## config.mk

```make
export PLATFORM = sky130hd
export DESIGN_NAME = fe_symbol_codec
export DESIGN_NICKNAME = d
export VERILOG_FILES = /design/src/verilog/fe_codec_pkg.sv /design/src/verilog/fe_lfsr_scrambler.sv /design/src/verilog/fe_symbol_codec.sv
export SDC_FILE = /design/constraint.sdc
export NUM_CORES = 1
export LEC_CHECK = 0
export BUFFER_PORTS_ARGS = -buffer_cell sky130_fd_sc_hd__buf_2
export CAP_MARGIN = 10
export CORE_ASPECT_RATIO = 0.9
export CORE_MARGIN = 5
export CORE_UTILIZATION = 35
export CTS_CLUSTER_SIZE = 30
export DETAILED_ROUTE_END_ITERATION = 7
export SLEW_MARGIN = 20
export SYNTH_ARGS = -nofsm -noshare
export SYNTH_HDL_FRONTEND = slang
export SYNTH_SLANG_ARGS = --single-unit
```

## constraint.sdc

```tcl
create_clock -name clk -period 2.5 [get_ports clk]
set_input_delay 0 -clock clk [delete_from_list [all_inputs] [get_ports clk]]
set_output_delay 0 -clock clk [all_outputs]
set_load 0.03 [all_outputs]
```

## src/verilog/fe_codec_pkg.sv

```systemverilog
// ==========================================================
// shared constants and types of the symbol codec
package fe_codec_pkg;

  // ==========================================================
  // control code-groups
  localparam logic [4:0] CG_IDLE = 5'h1F;
  localparam logic [4:0] CG_SSD_FIRST = 5'h18;
  localparam logic [4:0] CG_SSD_SECOND = 5'h11;
  localparam logic [4:0] CG_ESD_FIRST = 5'h0D;
  localparam logic [4:0] CG_ESD_SECOND = 5'h07;
  localparam logic [4:0] CG_HALT = 5'h04;

  // ==========================================================
  // nibbles and symbol timing
  localparam logic [3:0] NIB_PREAMBLE = 4'h5;
  localparam logic [3:0] NIB_ZERO = 4'h0;
  localparam logic [2:0] SYM_FIRST = 3'h0;
  localparam logic [2:0] SYM_LAST = 3'h4;
  localparam logic [2:0] SYM_STEP = 3'h1;

  // ==========================================================
  // scrambler seed and reset state
  localparam int SCR_WIDTH = 11;
  localparam int SCR_TAP_HI = 10;
  localparam int SCR_TAP_LO = 8;
  localparam int SEED_STRAP_HI = 4;
  localparam int SEED_STRAP_LO = 1;
  localparam logic [6:0] SEED_FILL = 7'h5A;
  localparam logic [10:0] SCR_RESET = 11'h7FF;
  localparam logic [1:0] SYNC_SETTLE = 2'h3;
  localparam logic [1:0] SETTLE_STEP = 2'h1;
  localparam logic [4:0] RX_LOCK_RUN = 5'h10;
  localparam logic [4:0] RUN_STEP = 5'h01;

  // ==========================================================
  // three-level sequence: zero, positive, zero, negative
  localparam logic [1:0] LVL_ZERO_RISE = 2'h0;
  localparam logic [1:0] LVL_POS = 2'h1;
  localparam logic [1:0] LVL_NEG = 2'h3;
  localparam logic [1:0] LVL_STEP = 2'h1;
  localparam logic NRZI_RESET = 1'b0;

  // ==========================================================
  // carriers and states
  typedef struct packed {
    logic scr_bypass;
    logic enc_bypass;
  } mode_t;

  typedef struct packed {
    logic dv;
    logic er;
    logic [3:0] nibble;
  } mii_rx_t;

  localparam mii_rx_t MII_RX_RESET = 6'h00;

  typedef enum logic [2:0] {
    TX_IDLE = 3'h0,
    TX_SSD_J = 3'h1,
    TX_SSD_K = 3'h3,
    TX_DATA = 3'h2,
    TX_ESD_T = 3'h6,
    TX_ESD_R = 3'h7
  } tx_state_t;

  typedef enum logic {
    RX_HUNT = 1'b0,
    RX_FRAME = 1'b1
  } rx_state_t;

endpackage : fe_codec_pkg

```

## src/verilog/fe_lfsr_scrambler.sv

```systemverilog
`timescale 1ns/1ps
// ==========================================================
// closed-loop 11-bit key generator, x^11 + x^9 + 1
module fe_lfsr_scrambler
  import fe_codec_pkg::*;
(
  input wire logic clk,
  input wire logic rst_b,
  input wire logic [SCR_WIDTH-1:0] seed,
  input wire logic load,
  input wire logic train,
  input wire logic train_bit,
  output logic key
);

  logic [SCR_WIDTH-1:0] state_reg;
  logic [SCR_WIDTH-1:0] state_next;
  wire logic feedback = state_reg[SCR_TAP_HI] ^ state_reg[SCR_TAP_LO];

  // train shifts in the observed key so a receiver can lock on idle
  assign state_next = load ? seed :
                      {state_reg[SCR_WIDTH-2:0], train ? train_bit : feedback};
  assign key = feedback;

  always_ff @(posedge clk or negedge rst_b) begin
    if (!rst_b) begin
      state_reg <= SCR_RESET;
    end else begin
      state_reg <= state_next;
    end
  end

endmodule : fe_lfsr_scrambler

```

## src/verilog/fe_symbol_codec.sv

```systemverilog
`timescale 1ns/1ps
// Behaviour
// - nibbles map to fixed 5-bit code-groups
// - first preamble byte becomes J then K
// - transmit enable drop emits T then R
// - idle fill after R until next frame
// - halt code-group flags an error
// - J and K decode to 0101
// - idle code-group decodes to 0000
// - T and R decode to 0000
// - unassigned or misplaced control codes raise error
// - scrambler is closed-loop 11-bit LFSR
// - key XORed bitwise with serial NRZ
// - seed taken from upper four address straps
// - scrambled stream is NRZI encoded
// - NRZI split into two alternating phased streams
// - three-level output plus binary NRZI on tx_nrzi, no mode select
// - receive returns three-level stream to nibbles
// - scrambler and encoder each bypassable
// - J/K gives 0101 pair; stop on T/R, idles
module fe_symbol_codec
  import fe_codec_pkg::*;
(
  input wire logic clk,
  input wire logic rst_b,
  input wire logic [4:0] port_address_straps,
  input wire mode_t mode_pins,
  input wire logic tx_en,
  input wire logic [3:0] tx_nibble,
  input wire logic [4:0] tx_raw_group,
  input wire logic rx_mlt_pos,
  input wire logic rx_mlt_neg,
  output logic tx_nib_req,
  output logic tx_mlt_pos,
  output logic tx_mlt_neg,
  output logic tx_nrzi,
  output mii_rx_t rx_mii,
  output logic rx_nib_strobe
);

  // ==========================================================
  // code-group tables
  function automatic logic [4:0] encode_nibble(input logic [3:0] nib);
    logic [4:0] cg;
    cg = CG_HALT;
    unique case (nib)
      4'h0: cg = 5'h1E;
      4'h1: cg = 5'h09;
      4'h2: cg = 5'h14;
      4'h3: cg = 5'h15;
      4'h4: cg = 5'h0A;
      4'h5: cg = 5'h0B;
      4'h6: cg = 5'h0E;
      4'h7: cg = 5'h0F;
      4'h8: cg = 5'h12;
      4'h9: cg = 5'h13;
      4'hA: cg = 5'h16;
      4'hB: cg = 5'h17;
      4'hC: cg = 5'h1A;
      4'hD: cg = 5'h1B;
      4'hE: cg = 5'h1C;
      4'hF: cg = 5'h1D;
    endcase
    return cg;
  endfunction : encode_nibble

  // returns {is_data, nibble}; control groups carry their fixed nibble
  function automatic logic [4:0] decode_group(input logic [4:0] cg);
    logic [4:0] res;
    res = {1'b0, NIB_ZERO};
    case (cg)
      5'h1E: res = {1'b1, 4'h0};
      5'h09: res = {1'b1, 4'h1};
      5'h14: res = {1'b1, 4'h2};
      5'h15: res = {1'b1, 4'h3};
      5'h0A: res = {1'b1, 4'h4};
      5'h0B: res = {1'b1, 4'h5};
      5'h0E: res = {1'b1, 4'h6};
      5'h0F: res = {1'b1, 4'h7};
      5'h12: res = {1'b1, 4'h8};
      5'h13: res = {1'b1, 4'h9};
      5'h16: res = {1'b1, 4'hA};
      5'h17: res = {1'b1, 4'hB};
      5'h1A: res = {1'b1, 4'hC};
      5'h1B: res = {1'b1, 4'hD};
      5'h1C: res = {1'b1, 4'hE};
      5'h1D: res = {1'b1, 4'hF};
      CG_SSD_FIRST, CG_SSD_SECOND: res = {1'b0, NIB_PREAMBLE};
      CG_IDLE: res = {1'b0, NIB_ZERO};
      CG_ESD_FIRST, CG_ESD_SECOND: res = {1'b0, NIB_ZERO};
      default: res = {1'b0, NIB_ZERO};
    endcase
    return res;
  endfunction : decode_group

  // one step of the three-level sequence on a logic one
  function automatic logic [1:0] mlt_step(input logic [1:0] lvl, input logic one);
    return one ? lvl + LVL_STEP : lvl;
  endfunction : mlt_step

  // ==========================================================
  // pin synchronisers
  logic [8:0] pin_sync1_reg;
  logic [8:0] pin_sync2_reg;
  wire logic [8:0] pin_raw = {port_address_straps, mode_pins, rx_mlt_pos, rx_mlt_neg};
  wire logic [4:0] straps_s = pin_sync2_reg[8:4];
  wire mode_t mode_s = pin_sync2_reg[3:2];
  wire logic [1:0] rx_lvl_s = pin_sync2_reg[1:0];

  always_ff @(posedge clk or negedge rst_b) begin
    if (!rst_b) begin
      pin_sync1_reg <= 9'h000;
      pin_sync2_reg <= 9'h000;
    end else begin
      pin_sync1_reg <= pin_raw;
      pin_sync2_reg <= pin_sync1_reg;
    end
  end

  // ==========================================================
  // seed capture after reset release
  logic [1:0] settle_reg;
  logic [SCR_WIDTH-1:0] seed_reg;
  logic seed_load_reg;
  wire logic settling = settle_reg != SYNC_SETTLE;
  wire logic seed_take = settle_reg == SYNC_SETTLE - SETTLE_STEP;

  always_ff @(posedge clk or negedge rst_b) begin
    if (!rst_b) begin
      settle_reg <= 2'h0;
      seed_reg <= SCR_RESET;
      seed_load_reg <= 1'b0;
    end else begin
      settle_reg <= settling ? settle_reg + SETTLE_STEP : settle_reg;
      seed_load_reg <= seed_take;
      if (seed_take) begin
        seed_reg <= {straps_s[SEED_STRAP_HI:SEED_STRAP_LO], SEED_FILL};
      end
    end
  end

  // ==========================================================
  // transmit code-group sequencing
  tx_state_t tx_state_reg;
  tx_state_t tx_state_next;
  logic [2:0] tx_bit_reg;
  logic [4:0] tx_shift_reg;
  logic [4:0] tx_group;
  wire logic tx_boundary = tx_bit_reg == SYM_LAST;
  wire logic [2:0] tx_bit_next = tx_boundary ? SYM_FIRST : tx_bit_reg + SYM_STEP;
  wire logic [4:0] tx_data_group = mode_s.enc_bypass ? tx_raw_group :
                                   encode_nibble(tx_nibble);

  always_comb begin
    tx_state_next = tx_state_reg;
    unique case (tx_state_reg)
      TX_IDLE: tx_state_next = tx_en ? TX_SSD_J : TX_IDLE;
      TX_SSD_J: tx_state_next = TX_SSD_K;
      TX_SSD_K: tx_state_next = tx_en ? TX_DATA : TX_ESD_T;
      TX_DATA: tx_state_next = tx_en ? TX_DATA : TX_ESD_T;
      TX_ESD_T: tx_state_next = TX_ESD_R;
      TX_ESD_R: tx_state_next = tx_en ? TX_SSD_J : TX_IDLE;
    endcase
  end

  always_comb begin
    tx_group = CG_IDLE;
    unique case (tx_state_next)
      TX_IDLE: tx_group = CG_IDLE;
      TX_SSD_J: tx_group = CG_SSD_FIRST;
      TX_SSD_K: tx_group = CG_SSD_SECOND;
      TX_DATA: tx_group = tx_data_group;
      TX_ESD_T: tx_group = CG_ESD_FIRST;
      TX_ESD_R: tx_group = CG_ESD_SECOND;
    endcase
  end

  always_ff @(posedge clk or negedge rst_b) begin
    if (!rst_b) begin
      tx_state_reg <= TX_IDLE;
      tx_bit_reg <= SYM_FIRST;
      tx_shift_reg <= CG_IDLE;
      tx_nib_req <= 1'b0;
    end else begin
      tx_bit_reg <= tx_bit_next;
      tx_nib_req <= tx_bit_next == SYM_LAST;
      if (tx_boundary) begin
        tx_state_reg <= tx_state_next;
        tx_shift_reg <= tx_group;
      end else begin
        tx_shift_reg <= {tx_shift_reg[3:0], 1'b0};
      end
    end
  end

  // ==========================================================
  // transmit scrambling, NRZI and three-level split
  logic tx_key;
  logic [1:0] tx_lvl_reg;
  wire logic tx_nrz = tx_shift_reg[4];
  wire logic tx_scr_bit = tx_nrz ^ (tx_key & ~mode_s.scr_bypass);
  wire logic [1:0] tx_lvl_next = mlt_step(tx_lvl_reg, tx_scr_bit);

  fe_lfsr_scrambler u_tx_scrambler (
    .clk(clk),
    .rst_b(rst_b),
    .seed(seed_reg),
    .load(seed_load_reg),
    .train(1'b0),
    .train_bit(1'b0),
    .key(tx_key)
  );

  always_ff @(posedge clk or negedge rst_b) begin
    if (!rst_b) begin
      tx_nrzi <= NRZI_RESET;
      tx_lvl_reg <= LVL_ZERO_RISE;
      tx_mlt_pos <= 1'b0;
      tx_mlt_neg <= 1'b0;
    end else begin
      tx_nrzi <= tx_nrzi ^ tx_scr_bit;
      tx_lvl_reg <= tx_lvl_next;
      tx_mlt_pos <= tx_lvl_next == LVL_POS;
      tx_mlt_neg <= tx_lvl_next == LVL_NEG;
    end
  end

  // ==========================================================
  // receive: three-level to NRZ, descrambling, alignment
  logic [1:0] rx_lvl_prev_reg;
  logic rx_key;
  logic [9:0] rx_win_reg;
  logic [2:0] rx_bit_reg;
  rx_state_t rx_state_reg;
  wire logic rx_nrz = rx_lvl_s != rx_lvl_prev_reg;
  wire logic rx_bit = rx_nrz ^ (rx_key & ~mode_s.scr_bypass);
  wire logic rx_hunting = rx_state_reg == RX_HUNT;
  wire logic [4:0] rx_first = rx_win_reg[9:5];
  wire logic [4:0] rx_second = rx_win_reg[4:0];
  wire logic rx_ssd = rx_first == CG_SSD_FIRST && rx_second == CG_SSD_SECOND;
  wire logic rx_esd = rx_first == CG_ESD_FIRST && rx_second == CG_ESD_SECOND;
  wire logic rx_idles = rx_first == CG_IDLE && rx_second == CG_IDLE;
  wire logic rx_boundary = rx_bit_reg == SYM_LAST;
  wire logic [4:0] rx_dec = decode_group(rx_first);
  wire logic rx_halt = rx_first == CG_HALT;
  wire logic rx_stop = rx_esd || rx_idles;
  // lock: a run of descrambled ones longer than the key register
  // proves the local key matches the far scrambler
  logic [4:0] rx_run_reg;
  logic rx_locked_reg;
  logic rx_k_pending_reg;
  wire logic rx_relock = mode_s.scr_bypass || seed_load_reg;
  wire logic rx_run_full = rx_run_reg == RX_LOCK_RUN;
  wire logic rx_run_grow = rx_bit && !rx_run_full;
  wire logic [4:0] rx_run_next = rx_run_grow ? rx_run_reg + RUN_STEP :
                                 (rx_bit ? rx_run_reg : 5'h00);
  wire logic rx_key_ok = rx_locked_reg || mode_s.scr_bypass;
  wire logic rx_training = rx_hunting && !rx_locked_reg;
  wire logic rx_start = rx_hunting && rx_ssd && rx_key_ok;
  wire logic rx_sym_take = !rx_hunting && rx_boundary;

  // ==========================================================
  // descrambler lock tracking
  // training stops once locked, so the zeros of J and K
  // cannot pull the key away from the far scrambler
  always_ff @(posedge clk or negedge rst_b) begin
    if (!rst_b) begin
      rx_run_reg <= 5'h00;
      rx_locked_reg <= 1'b0;
    end else if (rx_relock) begin
      rx_run_reg <= 5'h00;
      rx_locked_reg <= 1'b0;
    end else begin
      rx_run_reg <= rx_run_next;
      rx_locked_reg <= rx_locked_reg || rx_run_full;
    end
  end

  // idle on the line is all ones before scrambling, so its inverse is the key
  fe_lfsr_scrambler u_rx_descrambler (
    .clk(clk),
    .rst_b(rst_b),
    .seed(seed_reg),
    .load(seed_load_reg),
    .train(rx_training),
    .train_bit(~rx_nrz),
    .key(rx_key)
  );

  always_ff @(posedge clk or negedge rst_b) begin
    if (!rst_b) begin
      rx_lvl_prev_reg <= LVL_ZERO_RISE;
      rx_win_reg <= 10'h3FF;
      rx_bit_reg <= SYM_FIRST;
      rx_state_reg <= RX_HUNT;
    end else begin
      rx_lvl_prev_reg <= rx_lvl_s;
      rx_win_reg <= {rx_win_reg[8:0], rx_bit};
      rx_bit_reg <= (rx_start || rx_boundary) ? SYM_FIRST : rx_bit_reg + SYM_STEP;
      if (rx_start) begin
        rx_state_reg <= RX_FRAME;
      end else if (rx_sym_take && rx_stop) begin
        rx_state_reg <= RX_HUNT;
      end
    end
  end

  // ==========================================================
  // receive nibble presentation
  always_ff @(posedge clk or negedge rst_b) begin
    if (!rst_b) begin
      rx_mii <= MII_RX_RESET;
      rx_nib_strobe <= 1'b0;
    end else begin
      rx_nib_strobe <= rx_start || rx_sym_take;
      if (rx_start) begin
        rx_mii <= '{dv: 1'b1, er: 1'b0, nibble: NIB_PREAMBLE};
      end else if (rx_sym_take && rx_stop) begin
        rx_mii <= '{dv: 1'b0, er: 1'b0, nibble: rx_dec[3:0]};
      end else if (rx_sym_take && rx_k_pending_reg) begin
        rx_mii <= '{dv: 1'b1, er: 1'b0, nibble: NIB_PREAMBLE};
      end else if (rx_sym_take) begin
        rx_mii <= '{dv: 1'b1, er: ~rx_dec[4] | rx_halt, nibble: rx_dec[3:0]};
      end
    end
  end

  // ==========================================================
  // second start group of the pair: one symbol after detection
  // the K group sits in the upper half of the window and must
  // still read as preamble, not as a misplaced control code

  always_ff @(posedge clk or negedge rst_b) begin
    if (!rst_b) begin
      rx_k_pending_reg <= 1'b0;
    end else begin
      rx_k_pending_reg <= rx_start ? 1'b1 : (rx_sym_take ? 1'b0 : rx_k_pending_reg);
    end
  end

endmodule : fe_symbol_codec

```

==> key figures, run 1 <==
Critical path
  • Critical path type: reg -> reg
  • R2R cell count: 7
  • Worst r2r src: rx_win_reg[6]
  • RR Endpoint: rx_mii[3]
  • Arrival time at the worst endpoint: between 2 and 2.5 ns
  • Critical path startpoint: rx_win_reg[6]
  • Critical path startpoint category: flip-flop
  • CP endpoint kind: flip-flop
  • CP max FO: 8
  • R2R Setup Slk: 0.50 ns
  • Worst Path Required: about 2.7 ns

Timing
  • Crit share post-route: 0.800
  • Fin crit period: 2.00 ns
  • Final Hold Viols: 0
  • Sum Neg Setup Slack: 0 ns
  • Pin slew with the least headroom to its limit: between 0.7 and 0.8 ns
  • Slew margin rel.: 0.528
  • Final number of setup-violating endpoints: 0
  • Count of final max-slew check failures: 0
  • Unrepaired setup endpoints after global routing: false
  • Max Freq: 500 MHz
  • Worst Clk Skew: roughly 0.0060 ns

Placement
  • Post-Place Cells: between 400 and 500
  • Final Wtd Congestion: slightly below 0.8
  • HPWL after DPL: roughly 4200 µm
  • Port Buf Inserts: 30

Floorplan
  • Initial core utilization: 0.356
  • Die area: 0.0131 mm²
  • Core Region: about 0.011 mm²
  • Die Wd: 120 µm
  • Boundary pin count: 32
  • Row cnt: 36
  • Die Span Y: ~110 µm

Final layout
  • Final Util: 0.423
  • Final Non-Filler Cells: approximately 520
  • Area growth, synth to finish: 19.0%
  • Layout cells sized above 1: 0.300
  • Antenna diodes: 0
  • Nets@finish: between 400 and 500

Synth
  • Cells after synthesis: 332
  • Most common cell in the netlist: dfrtp_1
  • Synth top area cells: dfrtp_1 33%, dfstp_2 29%, ha_1 4.9%
  • Ys flop type: dfrtp_1
  • Seq/Total Area, Yosys: 0.622
  • Number of synthesis warnings: 0
  • Largest area contributor in the netlist: dfrtp_1
  • Syn Nets: about 370
  • Number of synthesized flops with an enable pin: 0
  • Yosys cell types: 47
  • Area share of the largest cell type after synthesis: 0.333
  • Yosys reg bits: 93
  • Top post-synthesis cells by count: 51 x dfrtp_1, 42 x dfstp_2, 34 x nor2_1
  • Async set or reset register ratio after synthesis: 1.00
  • Synth Cell Area: roughly 0.0038 mm²
  • Syn_area_per_cell: between 10 and 15 µm²

Pwr
  • Maximum vdd drop: between 600 and 700 µV
  • Total power: between 4 and 5 mW
  • Pwr dens: just over 900 mW/mm²
  • Leakage: ~2.1 nW

Clock tree
  • Clock H-tree levels: 3
  • CTS tree: yes
  • Worst skew pair latency: roughly 0.34 ns
  • Post-cts sizing count: 0
  • Num CTS Buffers: 9
  • TritonCTS sink count: 93
  • CTS clock-pin slew for the worst setup and hold paths: ~0.070 ns
  • Post-CTS Hold Fix Bufs: 11
  • Post-CTS Setup Bufs: 0
  • Clk buf depth: 2
  • Root buf cell: clkbuf_16

GRT
  • Initial antenna violation count: 0
  • Global-route wire length before repair: 10600 µm
  • Largest net degree at the start of global routing: 47
  • Total congestion overflow: 0
  • Vias in the first global route: about 2300
  • All-Layer GR Usage: 0.104

Min path
  • Hold path depth: 5
  • HP Class: in -> reg
  • WHS Endpoint: tx_shift_reg[2]
  • HP Start: tx_raw_group[2]

Routing
  • Drt total wl: about 6100 µm
  • Via density: about 4.6
  • Remaining DRCs: 0
  • DR pass1 iterations: 4
  • Initial DRC count: 76
  • Wire length per cell: about 12 µm
  • ANT nets after route: 0
  • Via count: between 2000 and 2500

Flow run
  • Max_cap viols: 0

Outcome
  • Run status: complete, no violations
-- worst max-delay path by stage --
stage	slack (ns)	cells after the start	endpoint
finish	0.50	7	rx_mii[3]
global route	0.29	7	rx_mii[3]
global placement	0.58	7	rx_mii[3]
CTS	0.47	7	rx_mii[3]
floorplan	0.74	7	rx_mii[3]
detailed placement	0.50	7	rx_mii[3]
-- final cells by class --
cell class              instances  area (µm²)
clock buffers                  12         278
clock inverters                 4        33.8
fillers                      1021        6210
inverters                      28         105
multi-input cells             203        1300
flip-flops and latches         93        2380
well taps                     133         166
repair buffers                 43         290
-- worst max-delay path, stage by stage (launching register included) --
cell,delay [ns]
dfstp_2,0.60
inv_1,0.14
ha_1,0.25
nand2b_1,0.10
nor4_2,0.05
o211ai_1,0.30
o21ai_1,0.18
a32o_1,0.28
-- cell usage in the layout (no fill, tap or decap), types with 3 or more instances in the layout --
master / synthesis / final
dfrtp_1: 51 / 51
dfstp_2: 42 / 42
nor2_1: 34 / 34
buf_2: 3 / 29
nand2_1: 28 / 28
inv_1: 27 / 27
o21ai_0: 26 / 26
ha_1: 15 / 15
dlygate4sd3_1: 0 / 11
clkbuf_16: 0 / 10
a21oi_1: 9 / 9
or2_2: 8 / 8
xor2_1: 7 / 7
mux2_2: 7 / 7
nor3_1: 7 / 7
xnor2_1: 7 / 7
nor2b_1: 5 / 5
nand2b_1: 4 / 4
and3_1: 4 / 4
nand3_1: 4 / 4
a22oi_1: 4 / 4
and2_1: 3 / 3
-- cell families after synthesis --
logic type	Yosys count	share of synthesized area
simple gates	105	0.134
flops	93	0.622
compound gates	59	0.0945
buf+inv	36	0.0382
xor+xnor	15	0.0363
fa+ha+maj	15	0.0490
mux	9	0.0258
-- power breakdown --
group | total, mW | switching (mW) | internal [mW]
Clock | 1.37 | 0.574 | 0.798
Combinational | 0.802 | 0.439 | 0.363
Sequential | 2.03 | 0.178 | 1.85
Total | 4.20 | 1.19 | 3.01
-- layer usage --
layer,wire length [µm],part of all wire,GRT usage,up-vias
met2,2630,0.43,0.146,46
li1,-,-,-,1194
met3,322,0.052,0.0420,10
met5,0,0,0,-
met4,82,0.013,0.0388,0
met1,3100,0.51,0.143,1123
-- through the flow --
step	hold WS (ns)	setup slack (ns)	area (µm²)
after CTS	0.0202	0.473	4550
after global placement	0.0435	0.578	4130
after global routing	0.0835	0.285	4550
after floorplan	-0.296	0.736	3830
final	0.0435	0.501	4550
after detailed placement	0.0486	0.497	4130
(Power assumes the default switching activity.)
==> run 2, diff against run 1 <==
==> constraint.sdc (replaced) <==
create_clock -name clk -period 1.92 [get_ports clk]
set_input_delay 0 -clock clk [delete_from_list [all_inputs] [get_ports clk]]
set_output_delay 0 -clock clk [all_outputs]
set_load 0.03 [all_outputs]
==> run 2 against run 1 <==
  * Final area rose by 0.58%
  * Setup slack got worse by 0.34 ns
  * Total power rose by 32%
  * Final cell count rose by 0.58%
  * Critical endpoint unchanged
  * Largest cell class unchanged
==> key figures, run 2 (synthesis results as in run 1) <==
Outcome
  • Run status: complete, no violations

Flow run
  • Max_cap viols: 0

Floorplan
  • Core Region: around 0.011 mm²
  • Row cnt: 36
  • Die Wd: between 100 and 150 µm
  • Die area: 0.0131 mm²
  • Initial core utilization: 0.356
  • Die Span Y: 109 µm
  • Boundary pin count: 32

Critical path
  • Critical path startpoint category: flip-flop
  • Max incr delay on CP: between 0.5 and 0.6 ns
  • Critical path startpoint: rx_win_reg[6]
  • Worst r2r src: rx_win_reg[6]
  • R2R cell count: 7
  • RR Endpoint: rx_mii[3]
  • Slowest stage cell, crit path: dfstp_2
  • Arrival time at the worst endpoint: 1.98 ns
  • CP endpoint kind: flip-flop
  • Worst path cell trace: inv_1, ha_1, nand2b_1, nor4_2, o211ai_1, o21ai_1, a32o_1
  • Critical path type: reg -> reg
  • CP max FO: 6
  • R2R Setup Slk: between 0.15 and 0.2 ns
  • Worst Path Required: roughly 2.1 ns

Final layout
  • Multi-input logic area: 0.00130 mm²
  • Nets@finish: 417
  • Area growth, synth to finish: 19.7%
  • Design area: between 0.004 and 0.005 mm²
  • Final Non-Filler Cells: approximately 520
  • Fillcell total: approximately 980
  • Layout cells sized above 1: 0.306
  • Register area: between 0.002 and 0.0025 mm²
  • Antenna diodes: 0
  • Leading cell types in the layout, fill and taps excluded: 51 x dfrtp_1, 42 x dfstp_2, 34 x nor2_1
  • Commonest non-fill, non-tap cell in the layout: dfrtp_1

Timing
  • Unrepaired setup endpoints after global routing: false
  • Crit share post-route: 0.917
  • Sum Neg Setup Slack: 0 ns
  • Fin crit period: 1.76 ns
  • Max Freq: about 570 MHz
  • Slew margin rel.: 0.513
  • Worst Hold Slack: 0.0420 ns
  • Worst Clk Skew: between 0.008 and 0.009 ns
  • Final Hold Viols: 0
  • Pin slew with the least headroom to its limit: roughly 0.73 ns
  • Count of final max-slew check failures: 0
  • Final number of setup-violating endpoints: 0

Clock tree
  • Post-CTS Setup Bufs: 0
  • Clk buf depth: 2
  • Worst skew pair latency: 0.34 ns
  • Root buf cell: clkbuf_16
  • Clock H-tree levels: 3
  • CTS clock-pin slew for the worst setup and hold paths: about 0.070 ns
  • CTS tree: yes
  • TritonCTS sink count: 93
  • Num CTS Buffers: 9

Pwr
  • Pwr dens: 1210 mW/mm²
  • Leakage: approximately 2.1 nW
  • Total power: roughly 5.6 mW
  • Maximum vdd drop: roughly 860 µV

Routing
  • Via count: between 2000 and 2500
  • Remaining DRCs: 0
  • Via density: ~4.7
  • Initial DRC count: 94
  • ANT nets after route: 0
  • Wire length per cell: between 10 and 15 µm
  • Drt total wl: approximately 6400 µm
  • DR pass1 iterations: 4

GRT
  • Global-route met1 utilization: 0.144
  • Met2 GRT Util: 0.157
  • All-Layer GR Usage: 0.107
  • Largest net degree at the start of global routing: 57
  • Vias in the first global route: 2433
  • GRT Max-Usage Layer: met2
  • Met3 Use GR: 0.0405
  • Global-route wire length before repair: about 11000 µm
  • Initial antenna violation count: 0
  • Total congestion overflow: 0

Placement
  • Port Buf Inserts: 30
  • HPWL after DPL: 4220 µm
  • Cell Area, Placed: around 0.0042 mm²
  • Post-Place Cells: approximately 490
  • Final Wtd Congestion: roughly 0.8

Min path
  • Hold path depth: 5
  • HP Start: tx_raw_group[2]
  • WHS Endpoint: tx_shift_reg[2]
  • HP Class: in -> reg
[run 2: cell count changes in the layout (fill, tap and decap cells not counted), sizes merged]
cell,change
inv,+2
clkbuf,-1
clkinv,-1
clkinvlp,-1
buf,+3
bufinv,+1
[run 2: layer usage]
metal  routed length (µm)  part of all wire
met5                    0                 0
met1                 3110              0.49
met2                 2830              0.44
met3                  323             0.051
met4                   97             0.015
[run 2: per-stage QoR]
step | util | worst slack [ns]
global placement | 0.386 | 0.214
finish | 0.426 | 0.159
floorplan | - | 0.156
global route | 0.426 | 0.0595
CTS | 0.426 | 0.164
detailed placement | 0.386 | 0.179
[run 2: timing repair]
action / 4_1_cts / 5_1_grt
endpoints found under the hold margin: 48 / 0
hold buffers: 11 / 0
resized for setup: 0 / 0
[run 2: report_power, final]
part | total, mW | switching [mW] | internal, mW | leakage, nW
clock | 1.84 | 0.746 | 1.09 | 0.157
combinational | 1.10 | 0.612 | 0.490 | 0.873
sequential | 2.62 | 0.212 | 2.40 | 1.07
total | 5.56 | 1.57 | 3.99 | 2.10
[run 2: how the worst max path moves through the flow]
stage                            to  depth (start not counted)
after floorplan           rx_mii[3]                          7
after global placement    rx_mii[3]                          7
after detailed placement  rx_mii[3]                          7
after CTS                 rx_mii[3]                          7
after global routing      rx_mii[3]                          7
final                     rx_mii[3]                          7
[run 2: layout make-up]
| type | count | area share |
|---|---|---|
| flip-flops and latches | 93 | 0.520 |
| clock inverters | 5 | 0.0137 |
| well taps | 133 | 0.0363 |
| multi-input cells | 203 | 0.284 |
| clock buffers | 11 | 0.0552 |
| inverters | 28 | 0.0229 |
| repair buffers | 46 | 0.0683 |
[run 2: critical path, delay by kind of cell, from the launching register on]
| kind | cells | cell delay, ns |
|---|---|---|
| AOI/OAI and AO/OA | 3 | 0.62 |
| adders and majority gates | 1 | 0.25 |
| DFF | 1 | 0.53 |
| and+or+nand+nor | 2 | 0.15 |
| buffers and inverters | 1 | 0.10 |
==> run 3, diff against run 2 <==
--- a/config.mk
+++ b/config.mk
@@ -9,9 +9,10 @@
 export CAP_MARGIN = 10
 export CORE_ASPECT_RATIO = 0.9
 export CORE_MARGIN = 5
-export CORE_UTILIZATION = 35
+export CORE_UTILIZATION = 50
 export CTS_CLUSTER_SIZE = 30
 export DETAILED_ROUTE_END_ITERATION = 7
+export PLACE_DENSITY = 0.69
 export SLEW_MARGIN = 20
 export SYNTH_ARGS = -nofsm -noshare
 export SYNTH_HDL_FRONTEND = slang
==> run 3 against run 2 <==
  * Global-route usage rose by 4.2 points
  * Setup slack improved by 0.010 ns
  * Count of clock-buffer cells in the layout fell by 2
  * Routed wire length fell by 3.1%
  * Final area fell by 3.5%
  * Clock skew fell by 0.0024 ns
  * Combinational power barely moved
  * First-iteration DRC count rose by 34%
  * Via count rose by 0.12%
  * Sequential share of layout area rose by 1.9 points
  * Critical path type unchanged
  * Largest cell class unchanged
==> key figures, run 3 (synthesis results as in run 1) <==
Timing
  • Worst Clk Skew: about 0.0064 ns
  • Sum Neg Setup Slack: 0 ns
  • Pin slew with the least headroom to its limit: 0.425 ns
  • Count of final max-slew check failures: 0
  • Slew margin rel.: 0.716
  • Fin crit period: about 1.8 ns
  • Max Freq: between 500 and 600 MHz
  • Final Hold Viols: 0
  • Crit share post-route: 0.912
  • Unrepaired setup endpoints after global routing: false
  • Worst Hold Slack: roughly 0.04 ns
  • Final number of setup-violating endpoints: 0
  • Worst setup margin: ~0.17 ns

Pwr
  • Total power: roughly 4.9 mW
  • Maximum vdd drop: 699 µV
  • Pwr dens: between 1000 and 1500 mW/mm²
  • Leakage: ~2.0 nW

Final layout
  • Fillcell total: about 620
  • Antenna diodes: 0
  • Leading cell types in the layout, fill and taps excluded: 51 x dfrtp_1, 42 x dfstp_2, 34 x nor2_1
  • Design area: 0.00442 mm²
  • Area growth, synth to finish: 15.5%
  • Commonest non-fill, non-tap cell in the layout: dfrtp_1
  • Nets@finish: 420
  • Layout cells sized above 1: 0.311

Clock tree
  • Clk buf depth: 2
  • Worst skew pair latency: about 0.37 ns
  • Root buf cell: clkbuf_8
  • Num CTS Buffers: 9
  • CTS tree: yes
  • Clock H-tree levels: 3
  • TritonCTS sink count: 93
  • Post-CTS Setup Bufs: 0
  • CTS clock-pin slew for the worst setup and hold paths: roughly 0.090 ns

GRT
  • Largest net degree at the start of global routing: 72
  • Initial antenna violation count: 0
  • Vias in the first global route: about 2400
  • Total congestion overflow: 0
  • Global-route wire length before repair: between 10000 and 15000 µm
  • All-Layer GR Usage: 0.149

Floorplan
  • Die Wd: 102 µm
  • Die Span Y: between 90 and 100 µm
  • Row cnt: 30
  • Core Region: 0.00751 mm²
  • Die area: 0.00951 mm²
  • Initial core utilization: 0.510
  • Boundary pin count: 32

Critical path
  • Worst path cell trace: inv_1, ha_1, nand2b_1, nor4_2, o211ai_1, o21ai_1, a32o_1
  • Max incr delay on CP: ~0.56 ns
  • Critical path type: reg -> reg
  • Worst Path Required: about 2.2 ns
  • Arrival time at the worst endpoint: ~2 ns
  • Slowest stage cell, crit path: dfstp_2
  • Critical path startpoint category: flip-flop
  • CP max FO: 6
  • CP endpoint kind: flip-flop

Routing
  • Via density: approximately 5
  • DR pass1 iterations: 4
  • Via count: approximately 2400
  • Wire length per cell: 12.7 µm
  • Remaining DRCs: 0
  • Initial DRC count: roughly 130
  • Drt total wl: 6170 µm
  • ANT nets after route: 0

Placement
  • Cell Area, Placed: roughly 0.0041 mm²
  • Final Wtd Congestion: ~0.81
  • Place WS: 0.174 ns
  • HPWL after DPL: 4160 µm
  • Port Buf Inserts: 30

Outcome
  • Run status: complete, no violations

Min path
  • HP Class: in -> reg

Flow run
  • Max_cap viols: 0
run 3: cell type report:
class	instances	area [µm²]	share of cell area
Tap cell	96	120	0.0272
Sequential cell	93	2380	0.538
Multi-Input combinational cell	203	1300	0.294
Timing Repair Buffer	49	335	0.0758
Inverter	28	105	0.0238
Clock buffer	9	124	0.0280
Clock inverter	7	56.3	0.0127
run 3: stage by stage:
stage	utilization	cells
global placement	0.550	458
detailed placement	0.550	458
floorplan	-	332
CTS	0.589	485
finish	0.589	485
global route	0.589	485
run 3: worst max-delay path: cells and delay by family (launching register included):
kind	cells	cell delay, ns
flip-flops	1	0.56
AND/OR/NAND/NOR	2	0.13
buffers and inverters	1	0.11
AO/OA/AOI/OAI	3	0.61
adder cells (fa/ha/maj)	1	0.24
run 3: path summary, 6_finish.rpt:
path                                        from                     endpoint  slack, ns  cells past startpoint
worst max-delay path               rx_win_reg[6]                    rx_mii[3]       0.17                      7
worst max register to register     rx_win_reg[6]                    rx_mii[3]       0.17                      7
min in group asynchronous                  rst_b                    rx_mii[1]       0.06                      2
max in group asynchronous                  rst_b  u_tx_scrambler.state_reg[2]       1.18                      3
worst min register to register  pin_sync1_reg[0]             pin_sync2_reg[0]       0.36                      0
worst min-delay path             tx_raw_group[4]              tx_shift_reg[4]       0.04                      3
run 3: power breakdown:
part / internal [mW] / total [mW] / switching (mW)
logic: 0.487 / 1.10 / 0.609
clock network: 0.488 / 1.20 / 0.714
registers: 2.40 / 2.61 / 0.208
run 3: layer usage:
metal  part of all wire  track usage
met5                  0            0
met4              0.010       0.0459
met3              0.040       0.0544
met2               0.45        0.217
met1               0.50        0.208
run 3: what timing repair did:
item                                    4_1_cts  5_1_grt
gates resized for setup                       0        0
endpoints found under the hold margin        66        0
endpoints found under the setup margin        0        0
hold buffers                                 11        0
